File: src/ppb_pkg.sv
// Notes on behaviour
// - fifty two-way pins across eight ports
// - ports A-D data, then direction registers
// - ports E-H data, E-H direction registers
// - absent data bits of C,F,G,H read zero
// - absent direction bits of F,G,H read zero
// - port C direction bit 7 is clock enable
// - clock enable drives system clock on C2
// - port A eight read/write latch bits
// - reset leaves port A latches untouched
// - direction one drives latch, zero floats pin
// - reset clears port A directions to input
// - output bits read back the latch
// - input bits read the pin level
// - latch writes always land, input unaffected
// - port B latches kept, directions per bit
// - converter select picks port B channel
// - selected input channel reads zero
// - selected channel never drives, direction steers read
package ppb_pkg;

  // ----------------------------------------------------------------
  // geometry
  // ----------------------------------------------------------------
  localparam int NUM_PORTS = 8;
  localparam int PORT_WIDTH = 8;
  localparam int REG_IDX_W = 4;
  localparam int CONV_SEL_W = 5;
  localparam int MIN_ADDR_W = 6;

  // ----------------------------------------------------------------
  // register indices, byte address is four times the index
  // ----------------------------------------------------------------
  localparam logic [REG_IDX_W-1:0] IDX_PORT_A_LATCH = 4'h0;
  localparam logic [REG_IDX_W-1:0] IDX_PORT_B_LATCH = 4'h1;
  localparam logic [REG_IDX_W-1:0] IDX_PORT_C_LATCH = 4'h2;
  localparam logic [REG_IDX_W-1:0] IDX_PORT_D_LATCH = 4'h3;
  localparam logic [REG_IDX_W-1:0] IDX_PORT_A_DIRECTION = 4'h4;
  localparam logic [REG_IDX_W-1:0] IDX_PORT_B_DIRECTION = 4'h5;
  localparam logic [REG_IDX_W-1:0] IDX_PORT_C_DIRECTION = 4'h6;
  localparam logic [REG_IDX_W-1:0] IDX_PORT_D_DIRECTION = 4'h7;
  localparam logic [REG_IDX_W-1:0] IDX_PORT_E_LATCH = 4'h8;
  localparam logic [REG_IDX_W-1:0] IDX_PORT_F_LATCH = 4'h9;
  localparam logic [REG_IDX_W-1:0] IDX_PORT_G_LATCH = 4'ha;
  localparam logic [REG_IDX_W-1:0] IDX_PORT_H_LATCH = 4'hb;
  localparam logic [REG_IDX_W-1:0] IDX_PORT_E_DIRECTION = 4'hc;
  localparam logic [REG_IDX_W-1:0] IDX_PORT_F_DIRECTION = 4'hd;
  localparam logic [REG_IDX_W-1:0] IDX_PORT_G_DIRECTION = 4'he;
  localparam logic [REG_IDX_W-1:0] IDX_PORT_H_DIRECTION = 4'hf;

  // per-port tables, entry 0 is port A
  localparam logic [NUM_PORTS-1:0][REG_IDX_W-1:0] LATCH_IDX = {
    IDX_PORT_H_LATCH, IDX_PORT_G_LATCH, IDX_PORT_F_LATCH, IDX_PORT_E_LATCH,
    IDX_PORT_D_LATCH, IDX_PORT_C_LATCH, IDX_PORT_B_LATCH, IDX_PORT_A_LATCH};
  localparam logic [NUM_PORTS-1:0][REG_IDX_W-1:0] DIR_IDX = {
    IDX_PORT_H_DIRECTION, IDX_PORT_G_DIRECTION, IDX_PORT_F_DIRECTION,
    IDX_PORT_E_DIRECTION, IDX_PORT_D_DIRECTION, IDX_PORT_C_DIRECTION,
    IDX_PORT_B_DIRECTION, IDX_PORT_A_DIRECTION};

  // ----------------------------------------------------------------
  // implemented pins and writable direction bits
  // ----------------------------------------------------------------
  localparam logic [NUM_PORTS-1:0][PORT_WIDTH-1:0] IMPL_MASK = {
    8'h03, 8'h07, 8'h7f, 8'hff, 8'hff, 8'h3f, 8'hff, 8'hff};
  localparam logic [NUM_PORTS-1:0][PORT_WIDTH-1:0] DIR_MASK = {
    8'h03, 8'h07, 8'h7f, 8'hff, 8'hff, 8'hbf, 8'hff, 8'hff};
  localparam logic [PORT_WIDTH-1:0] DIR_RESET = 8'h00;

  // special pins
  localparam int CONV_PORT = 1;
  localparam int CLK_PORT = 2;
  localparam int CLK_PIN = 2;
  localparam int CLK_EN_BIT = 7;

  // ----------------------------------------------------------------
  // bus carrier
  // ----------------------------------------------------------------
  typedef struct packed {
    logic psel;
    logic penable;
    logic pwrite;
    logic [31:0] paddr;
    logic [31:0] pwdata;
    logic [3:0] pstrb;
  } ppb_apb_req_type;

  typedef logic [NUM_PORTS-1:0][PORT_WIDTH-1:0] ppb_pins_type;

endpackage

File: src/ppb_top.sv
// Register access over APB was decided locally.
`timescale 1ns/1ps
// parallel port bank: eight ports behind an apb slave
module ppb_top
  import ppb_pkg::*;
#(
  parameter int ADDR_WIDTH = 12
) (
  input wire logic clk,
  input wire logic resetn,
  input ppb_pkg::ppb_apb_req_type apb_req,
  output logic [31:0] prdata,
  output logic pready,
  output logic pslverr,
  input wire logic [ppb_pkg::CONV_SEL_W-1:0] converter_channel_select,
  input ppb_pkg::ppb_pins_type pin_i,
  output ppb_pkg::ppb_pins_type pin_o,
  output ppb_pkg::ppb_pins_type pin_oe
);
  import ppb_pkg::*;

  // ----------------------------------------------------------------
  // elaboration checks
  // ----------------------------------------------------------------
  if (ADDR_WIDTH < MIN_ADDR_W || ADDR_WIDTH > 31) begin : g_bad_aw
    $error("address width cannot hold the register map");
  end

  // ----------------------------------------------------------------
  // reset release
  // ----------------------------------------------------------------
  logic rst_meta_r;
  logic rst_n_r;

  // asserts at once, releases after two edges
  always_ff @(posedge clk or negedge resetn) begin
    if (!resetn) begin
      rst_meta_r <= 1'b0;
      rst_n_r <= 1'b0;
    end else begin
      rst_meta_r <= 1'b1;
      rst_n_r <= rst_meta_r;
    end
  end

  // ----------------------------------------------------------------
  // pin input synchronisers
  // ----------------------------------------------------------------
  ppb_pins_type pin_sync;
  ppb_pins_type latch_all;
  ppb_pins_type dir_all;
  ppb_pins_type rd_all;
  ppb_pins_type cell_o;
  ppb_pins_type cell_oe;
  ppb_pins_type conv_map;

  ppb_sync #(
    .WIDTH(NUM_PORTS * PORT_WIDTH)
  ) u_pin_sync (
    .clk(clk),
    .rst_n(rst_n_r),
    .d(pin_i),
    .q(pin_sync)
  );

  // ----------------------------------------------------------------
  // bus decode
  // ----------------------------------------------------------------
  logic setup;
  logic access;
  logic mapped;
  logic [REG_IDX_W-1:0] idx;
  logic wr_go;
  logic clk_en;
  logic [31:0] rd_word;

  assign setup = apb_req.psel & ~apb_req.penable;
  // the write lands on the edge that completes the access phase
  assign access = apb_req.psel & apb_req.penable & pready;
  // anything above the sixteen words is unmapped
  assign mapped = (apb_req.paddr[ADDR_WIDTH-1:MIN_ADDR_W] == '0)
                  && (apb_req.paddr[31:ADDR_WIDTH] == '0);
  assign idx = apb_req.paddr[MIN_ADDR_W-1:2];
  assign wr_go = access & apb_req.pwrite & apb_req.pstrb[0] & mapped;
  assign clk_en = dir_all[CLK_PORT][CLK_EN_BIT];

  // ----------------------------------------------------------------
  // converter channel select to port b pins
  // ----------------------------------------------------------------
  always_comb begin
    conv_map = '0;
    for (int b = 0; b < PORT_WIDTH; b++) begin
      // codes above seven pick channels on other pins
      conv_map[CONV_PORT][b] = (converter_channel_select == CONV_SEL_W'(b));
    end
  end

  // ----------------------------------------------------------------
  // port cells
  // ----------------------------------------------------------------
  for (genvar p = 0; p < NUM_PORTS; p++) begin : g_port
    ppb_port_cell #(
      .IMPL(IMPL_MASK[p]),
      .DIRW(DIR_MASK[p])
    ) u_cell (
      .clk(clk),
      .rst_n(rst_n_r),
      .wr_latch(wr_go && (idx == LATCH_IDX[p])),
      .wr_dir(wr_go && (idx == DIR_IDX[p])),
      .wdata(apb_req.pwdata[7:0]),
      .conv_sel(conv_map[p]),
      .pin_in(pin_sync[p]),
      .latch_q(latch_all[p]),
      .dir_q(dir_all[p]),
      .rd_data(rd_all[p]),
      .pin_o(cell_o[p]),
      .pin_oe(cell_oe[p])
    );
  end

  // ----------------------------------------------------------------
  // read mux
  // ----------------------------------------------------------------
  always_comb begin
    rd_word = '0;
    for (int p = 0; p < NUM_PORTS; p++) begin
      if (idx == LATCH_IDX[p]) begin
        rd_word[7:0] = rd_all[p];
      end
      if (idx == DIR_IDX[p]) begin
        rd_word[7:0] = dir_all[p];
      end
    end
    // while the clock is out, the pin's data bit reads zero
    if (clk_en && idx == LATCH_IDX[CLK_PORT]) begin
      rd_word[CLK_PIN] = 1'b0;
    end
    if (!mapped) begin
      rd_word = '0;
    end
  end

  // ----------------------------------------------------------------
  // apb answer: no wait state, yet read data leaves a flop set in the setup cycle
  // ----------------------------------------------------------------
  always_ff @(posedge clk or negedge rst_n_r) begin
    if (!rst_n_r) begin
      pready <= 1'b0;
      pslverr <= 1'b0;
    end else begin
      pready <= setup;
      pslverr <= setup & ~mapped;
    end
  end

  // read data sampled in the setup cycle, zero for writes
  always_ff @(posedge clk or negedge rst_n_r) begin
    if (!rst_n_r) begin
      prdata <= '0;
    end else if (setup) begin
      prdata <= apb_req.pwrite ? 32'h0000_0000 : rd_word;
    end
  end

  // ----------------------------------------------------------------
  // pin drive, with the system clock taking over port c pin two
  // ----------------------------------------------------------------
  // the clock passes through a mux, not a flop: a flop cannot carry it
  always_comb begin
    pin_o = cell_o;
    pin_oe = cell_oe;
    if (clk_en) begin
      pin_o[CLK_PORT][CLK_PIN] = clk;
      pin_oe[CLK_PORT][CLK_PIN] = 1'b1;
    end
  end

  // ----------------------------------------------------------------
  // checks
  // ----------------------------------------------------------------
  logic [7:0] exp_a;
  assign exp_a = (dir_all[0] & latch_all[0]) | (~dir_all[0] & pin_sync[0]);

  chk_ready_follows: assert property (
    @(posedge clk) disable iff (!rst_n_r)
    setup |=> pready ##1 !pready
  ) else $error("pready did not pulse after setup");

  chk_dir_write: assert property (
    @(posedge clk) disable iff (!rst_n_r)
    (wr_go && idx == IDX_PORT_A_DIRECTION)
      |=> dir_all[0] == $past(apb_req.pwdata[7:0]) ##1 pin_oe[0] == dir_all[0]
  ) else $error("port a direction write did not reach the pin enable");

  chk_latch_write: assert property (
    @(posedge clk)
    (rst_n_r && wr_go && idx == IDX_PORT_E_LATCH)
      |=> latch_all[4] == $past(apb_req.pwdata[7:0])
  ) else $error("latch write lost");

  chk_read_view: assert property (
    @(posedge clk) disable iff (!rst_n_r)
    (setup && !apb_req.pwrite && mapped && idx == IDX_PORT_A_LATCH)
      |=> prdata[7:0] == $past(exp_a)
  ) else $error("port a read did not follow direction");

  chk_reserved_zero: assert property (
    @(posedge clk) disable iff (!rst_n_r)
    pready |-> prdata[31:8] == 24'h00_0000
      && !(idx == IDX_PORT_H_LATCH && $past(setup) && prdata[7:2] != 6'h00)
  ) else $error("reserved read bits not zero");

  chk_narrow_dir: assert property (
    @(posedge clk) disable iff (!rst_n_r)
    (dir_all[6][7:3] == 5'h00) && (dir_all[7][7:2] == 6'h00)
      && !dir_all[5][7] && !dir_all[2][6]
  ) else $error("absent direction bit set");

  chk_clock_pin: assert property (
    @(posedge clk) disable iff (!rst_n_r)
    clk_en |-> pin_oe[CLK_PORT][CLK_PIN]
  ) else $error("clock output enable not driving the pin");

  chk_conv_float: assert property (
    @(posedge clk) disable iff (!rst_n_r)
    $stable(converter_channel_select) && converter_channel_select < 5'h08
      |=> !pin_oe[CONV_PORT][$past(converter_channel_select[2:0])]
  ) else $error("converter channel drove its pin");

  chk_conv_zero: assert property (
    @(posedge clk) disable iff (!rst_n_r)
    (converter_channel_select == 5'h03 && !dir_all[CONV_PORT][3])
      |-> !rd_all[CONV_PORT][3]
  ) else $error("selected converter input read nonzero");

  chk_dir_reset: assert property (
    @(posedge clk)
    $rose(rst_n_r) |-> dir_all == '0 && pin_oe == '0
  ) else $error("directions not cleared by reset");

  // ----------------------------------------------------------------
  // bus answer checks
  // ----------------------------------------------------------------
  chk_err_ready: assert property (
    @(posedge clk) disable iff (!rst_n_r)
    pslverr |-> pready
  ) else $error("pslverr raised outside the access phase");

  // an error answer only ever flags a hole in the map
  chk_err_decode: assert property (
    @(posedge clk) disable iff (!rst_n_r)
    pready |-> pslverr == !mapped
  ) else $error("pslverr does not match the address decode");

  chk_ready_setup: assert property (
    @(posedge clk) disable iff (!rst_n_r)
    pready |-> $past(setup)
  ) else $error("pready without a setup cycle before it");

  chk_ready_single: assert property (
    @(posedge clk) disable iff (!rst_n_r)
    pready |=> !pready
  ) else $error("pready stood longer than one cycle");

  // read data stands from one setup to the next
  chk_data_stands: assert property (
    @(posedge clk) disable iff (!rst_n_r)
    !setup |=> $stable(prdata)
  ) else $error("read data changed outside a setup cycle");

  chk_write_zero: assert property (
    @(posedge clk) disable iff (!rst_n_r)
    (setup && apb_req.pwrite) |=> prdata == 32'h0000_0000
  ) else $error("read data not zero during a write");

  chk_hole_zero: assert property (
    @(posedge clk) disable iff (!rst_n_r)
    (setup && !mapped) |=> prdata == 32'h0000_0000
  ) else $error("unmapped read returned data");

  // ----------------------------------------------------------------
  // register checks
  // ----------------------------------------------------------------
  // only a decoded write may move a direction register
  chk_dir_only_write: assert property (
    @(posedge clk) disable iff (!rst_n_r)
    !wr_go |=> $stable(dir_all)
  ) else $error("direction register moved without a write");

  chk_hole_write: assert property (
    @(posedge clk) disable iff (!rst_n_r)
    (access && !mapped) |=> $stable(dir_all)
  ) else $error("unmapped write changed a direction register");

  // ----------------------------------------------------------------
  // clock pin and converter checks
  // ----------------------------------------------------------------
  chk_clock_read: assert property (
    @(posedge clk) disable iff (!rst_n_r)
    (setup && !apb_req.pwrite && clk_en && idx == IDX_PORT_C_LATCH)
      |=> !prdata[CLK_PIN]
  ) else $error("port c pin two read nonzero while the clock is out");

  chk_clock_idle: assert property (
    @(posedge clk) disable iff (!rst_n_r)
    !clk_en |-> pin_oe[CLK_PORT][CLK_PIN] == cell_oe[CLK_PORT][CLK_PIN]
  ) else $error("clock pin override active while disabled");

  // codes above seven belong to channels on other ports
  chk_conv_onehot: assert property (
    @(posedge clk) disable iff (!rst_n_r)
    (converter_channel_select < 5'h08) |-> $onehot(conv_map[CONV_PORT])
  ) else $error("converter select did not claim exactly one port b pin");

  chk_conv_none: assert property (
    @(posedge clk) disable iff (!rst_n_r)
    (converter_channel_select > 5'h07) |-> conv_map == '0
  ) else $error("converter select beyond port b claimed a pin");

  // ----------------------------------------------------------------
  // internal reset and per-port checks
  // ----------------------------------------------------------------
  chk_reset_order: assert property (
    @(posedge clk)
    !rst_meta_r |=> !rst_n_r
  ) else $error("internal reset released ahead of its first stage");

  // masks and drive, one set of checks for each port
  for (genvar p = 0; p < NUM_PORTS; p++) begin : g_chk_port
    chk_dir_masked: assert property (
      @(posedge clk) disable iff (!rst_n_r)
      (dir_all[p] & ~DIR_MASK[p]) == 8'h00
    ) else $error("direction bit set outside the writable mask");

    chk_read_masked: assert property (
      @(posedge clk) disable iff (!rst_n_r)
      (rd_all[p] & ~IMPL_MASK[p]) == 8'h00
    ) else $error("absent data bit read as one");

    chk_oe_masked: assert property (
      @(posedge clk) disable iff (!rst_n_r)
      (pin_oe[p] & ~IMPL_MASK[p]) == 8'h00
    ) else $error("absent pin driven");

    chk_undriven_low: assert property (
      @(posedge clk) disable iff (!rst_n_r)
      (pin_o[p] & ~pin_oe[p]) == 8'h00
    ) else $error("undriven pin shows a nonzero output value");

    chk_drive_follows: assert property (
      @(posedge clk) disable iff (!rst_n_r)
      cell_oe[p] == $past(dir_all[p] & IMPL_MASK[p] & ~conv_map[p])
    ) else $error("pin enable does not follow direction and converter use");
  end

endmodule // ppb_top

File: src/ppb_sync.sv
`timescale 1ns/1ps
// two-stage synchroniser for asynchronous pin levels
module ppb_sync #(
  parameter int WIDTH = 8
) (
  input wire logic clk,
  input wire logic rst_n,
  input wire logic [WIDTH-1:0] d,
  output logic [WIDTH-1:0] q
);

  logic [WIDTH-1:0] meta_r;

  // first stage is read only by the second
  always_ff @(posedge clk or negedge rst_n) begin
    if (!rst_n) begin
      meta_r <= '0;
      q <= '0;
    end else begin
      meta_r <= d;
      q <= meta_r;
    end
  end

endmodule // ppb_sync

File: src/ppb_port_cell.sv
`timescale 1ns/1ps
// one eight-pin port: latch, direction, pin drive and read view
module ppb_port_cell
  import ppb_pkg::*;
#(
  parameter logic [7:0] IMPL = 8'hff,
  parameter logic [7:0] DIRW = 8'hff
) (
  input wire logic clk,
  input wire logic rst_n,
  input wire logic wr_latch,
  input wire logic wr_dir,
  input wire logic [7:0] wdata,
  input wire logic [7:0] conv_sel,
  input wire logic [7:0] pin_in,
  output logic [7:0] latch_q,
  output logic [7:0] dir_q,
  output logic [7:0] rd_data,
  output logic [7:0] pin_o,
  output logic [7:0] pin_oe
);

  logic [7:0] drive;

  // latch has no reset: contents survive a system reset
  always_ff @(posedge clk) begin
    if (wr_latch) begin
      latch_q <= wdata & IMPL;
    end
  end

  // direction bits, cleared by reset to input
  always_ff @(posedge clk or negedge rst_n) begin
    if (!rst_n) begin
      dir_q <= DIR_RESET;
    end else if (wr_dir) begin
      dir_q <= wdata & DIRW;
    end
  end

  // converter channels never drive, whatever the direction says
  assign drive = dir_q & IMPL & ~conv_sel;

  // pin drive registered; data masked by enable so no unknown leaves
  always_ff @(posedge clk or negedge rst_n) begin
    if (!rst_n) begin
      pin_oe <= '0;
      pin_o <= '0;
    end else begin
      pin_oe <= drive;
      pin_o <= latch_q & drive;
    end
  end

  // output bits show the latch, inputs the pin, converter inputs zero
  assign rd_data = IMPL & ((dir_q & latch_q) | (~dir_q & ~conv_sel & pin_in));

endmodule // ppb_port_cell

File: config.mk
export PLATFORM = sky130hd
export DESIGN_NAME = ppb_top
export DESIGN_NICKNAME = d
export VERILOG_FILES = /design/src/ppb_pkg.sv /design/src/ppb_top.sv /design/src/ppb_sync.sv /design/src/ppb_port_cell.sv
export SDC_FILE = /design/constraint.sdc
export NUM_CORES = 1
export LEC_CHECK = 0
export BUFFER_PORTS_ARGS = -buffer_cell sky130_fd_sc_hd__buf_2
export CORE_UTILIZATION = 40
export CTS_CLUSTER_SIZE = 25
export DETAILED_ROUTE_END_ITERATION = 6
export PLACE_DENSITY = 0.62
export SLEW_MARGIN = 10
export SYNTH_ARGS = -nofsm -noshare
export SYNTH_HDL_FRONTEND = slang
export SYNTH_SLANG_ARGS = --single-unit
File: constraint.sdc
create_clock -name clk -period 7.76 [get_ports clk]
set_clock_uncertainty 0.15 [all_clocks]
set_input_delay 1.164 -clock clk [delete_from_list [all_inputs] [get_ports clk]]
set_output_delay 1.164 -clock clk [all_outputs]
set_load 0.05 [all_outputs]
==> impl_results.md <==
* RR Startpoint: pready
* CP peak stage delay at 0.28 ns
* Critical path launch point type: clock port
* Setup CP Type: clk -> out
* Post-CTS sizing at 0
* Synth Flop Type: dfrtp_1
* Number of distinct library cells after synthesis at 65
* FF+latch count, synth at 313
* Vias in the first global route at 7417
* Total Routing Usage GR at 0.193
* CP endpoint: pin_o[18]
* Avg Cell Area, Syn at 13.3 um2
* First-pass GRT wire length at 44.3 mm
* DP HPWL at 20.2 mm
* Min-delay worst type: reg -> async
* R2R depth at 3
* Critical Path End Type: primary output
* DR pass1 iterations at 4
* Pwr/cell area at between 200 and 300 nW/um2
* DRC at 0
* Iter 0 DRT Violations at 516
* FF-to-FF End: g_port[3].u_cell.latch_q[0]
* Global route overflow at 0
* Initial antenna violation count at 2
* CP Data Required Time at 6.45 ns
* Area grow syn2layout at 14.1%
* Die area at 31300 um2
* Most numerous cell on the critical path: clkbuf_16
* CTS tree: done
* Via count at 7347
* # fillers at 2720
* WP data arrival at 4.62 ns
* Worst slew pin tran at 1.05 ns
* Number of flops mapped to enable cells by yosys at 50
* Max layer used: met5
* Synth Instances at 921
* Critical Path Start: clk
* Worst-skew pair later-pin latency at 0.62 ns
* Row count at 63
* Routed Antenna Nets at 0
* Die width at approximately 180 um
* RSZ-0062 raised after global routing: no
* Pleak at 6.78 nW
* Commonest non-fill, non-tap cell in the layout: dfrtp_1
* WL met1 at approximately 13 mm
* Clock slew at reported path FFs at 0.05 ns
* Fin. Hold Viols at 0
* Setup Total Neg Slack at 0 ns
* Post-CTS Setup Bufs at 0
* Biggest fanout along the worst timing path at 2
* Slew headroom at 0.297
* Ports at 304
* Reg2reg setup slack at about 5.3 ns
* Core box area at 29900 um2
* Async SR Flop Fraction at 0.840
* Worst hold slack at 0.00209 ns
* Nets at 1195
* CTS hold repair buffers at 0
* Die H at 177 um
* Drt wl/cell at 20.1 um
* Largest net degree at the start of global routing at 188
* DR WL met3 at 2.21 mm
* Yosys warns at 0
* Max-cap violations at 0
* Routability cong. at roughly 0.9
* Most frequent cells in the layout: 262 x dfrtp_1, 208 x buf_2, 53 x conb_1, 52 x and2_1, 50 x edfxtp_1
* Initial Utilization at 0.409
* Port bufs at approximately 210
* Seq/Total Area, Yosys at 0.661
* Slew Viols, Final at 0
* DRT Wirelength at 29.6 mm
* Endpoints failing setup at 0
* Critical path's slowest cell: mux2_2
* Worst VDD drop at 0.206 mV
* Run status: complete, no violations
* Fraction of layout cells with a size suffix above 1 at 0.272
* CP Cell Sequence: clkbuf_16 -> clkbuf_16 -> mux2_2 -> buf_2
* DR vias/cell at 5.00
* Mapped Area at 12200 um2
* Metal2 WL at 13.9 mm
-- logic make-up after synthesis --
| group | share of synthesized area |
|---|---|
| AO/OA/AOI/OAI | 0.0738 |
| buffers and inverters | 0.107 |
| flip-flops | 0.661 |
| multiplexers | 0.0547 |
| other | 0.000614 |
| AND/OR/NAND/NOR | 0.103 |
-- where the power goes --
group	leakage, nW	switching (mW)	total, mW	internal (mW)
clock network	0.589	0.640	1.65	1.01
logic	2.30	0.152	0.191	0.0390
registers	3.89	0.0105	1.71	1.70
total	6.78	0.802	3.55	2.75
-- area by class of cell --
cell class	count	area, um2	share of cell area
flip-flops and latches	313	8090	0.579
multi-input cells	466	3030	0.217
repair buffers	212	1090	0.0778
clock buffers	53	1060	0.0759
well taps	390	488	0.0350
clock inverters	12	119	0.00852
inverters	22	82.6	0.00592
diodes	1	2.50	0.000179
-- layer usage --
layer	vias to the layer above	track usage
met5	-	0
met4	2	0.0690
met3	62	0.0457
met2	333	0.304
met1	3691	0.260
li1	3259	-
-- critical path, delay by kind of cell --
family	cells	cell delay [ns]
buf+inv	3	0.47
mux	1	0.28
-- worst min path at each step --
| stage | start | to | slack [ns] | cells past startpoint |
|---|---|---|---|---|
| global route | rst_n_r | u_pin_sync.meta_r[57] | 0.02 | 0 |
| detailed placement | rst_n_r | u_pin_sync.meta_r[48] | 0.004 | 0 |
| CTS | rst_n_r | u_pin_sync.meta_r[48] | 0.009 | 0 |
| global placement | rst_n_r | u_pin_sync.meta_r[48] | 0.001 | 0 |
| floorplan | rst_meta_r | rst_n_r | 0.18 | 0 |
| finish | rst_n_r | u_pin_sync.meta_r[48] | 0.002 | 0 |
-- metrics by stage --
stage	setup WS [ns]	area [um2]	std cells	utilization	power, mW
floorplan	2.19	12400	972	-	1.88
global placement	2.12	12800	1404	0.428	1.93
detailed placement	2.12	12800	1404	0.428	1.93
CTS	1.82	14000	1468	0.467	3.60
global route	1.82	14000	1468	0.467	3.68
finish	1.82	14000	1469	0.467	3.55
-- synthesized netlist by cell type, drive strengths merged, types with 4 or more instances --
cell | count | area, um2
a211oi | 4 | 30.0
a21oi | 37 | 185
a311oi | 4 | 35.0
a31oi | 9 | 56.3
and2 | 53 | 332
and3 | 7 | 43.8
buf | 158 | 1170
clkbuf | 13 | 48.8
dfrtp | 263 | 6580
edfxtp | 50 | 1500
inv | 22 | 82.6
mux2 | 55 | 649
nand2 | 43 | 161
nand2b | 4 | 25.0
nand3 | 13 | 115
nand3b | 5 | 37.5
nand4b | 5 | 43.8
nor2 | 36 | 143
nor2b | 15 | 93.8
nor3 | 9 | 55.1
nor3b | 9 | 67.6
nor4 | 5 | 31.3
o2111ai | 5 | 43.8
o211ai | 12 | 90.1
o21a | 7 | 52.6
o21ai | 32 | 160
o221ai | 4 | 35.0
-- flip-flops by register name, indices dropped and copies added (netlist names) --
| name | flops |
|---|---|
| g_port.u_cell.dir_q | 51 |
| g_port.u_cell.latch_q | 50 |
| g_port.u_cell.pin_o | 50 |
| g_port.u_cell.pin_oe | 50 |
| u_pin_sync.meta_r | 50 |
| u_pin_sync.q | 50 |
| prdata | 8 |
| pready | 1 |
| pslverr | 1 |
| rst_meta_r | 1 |
| rst_n_r | 1 |
Power figures use the tool's default switching activity.
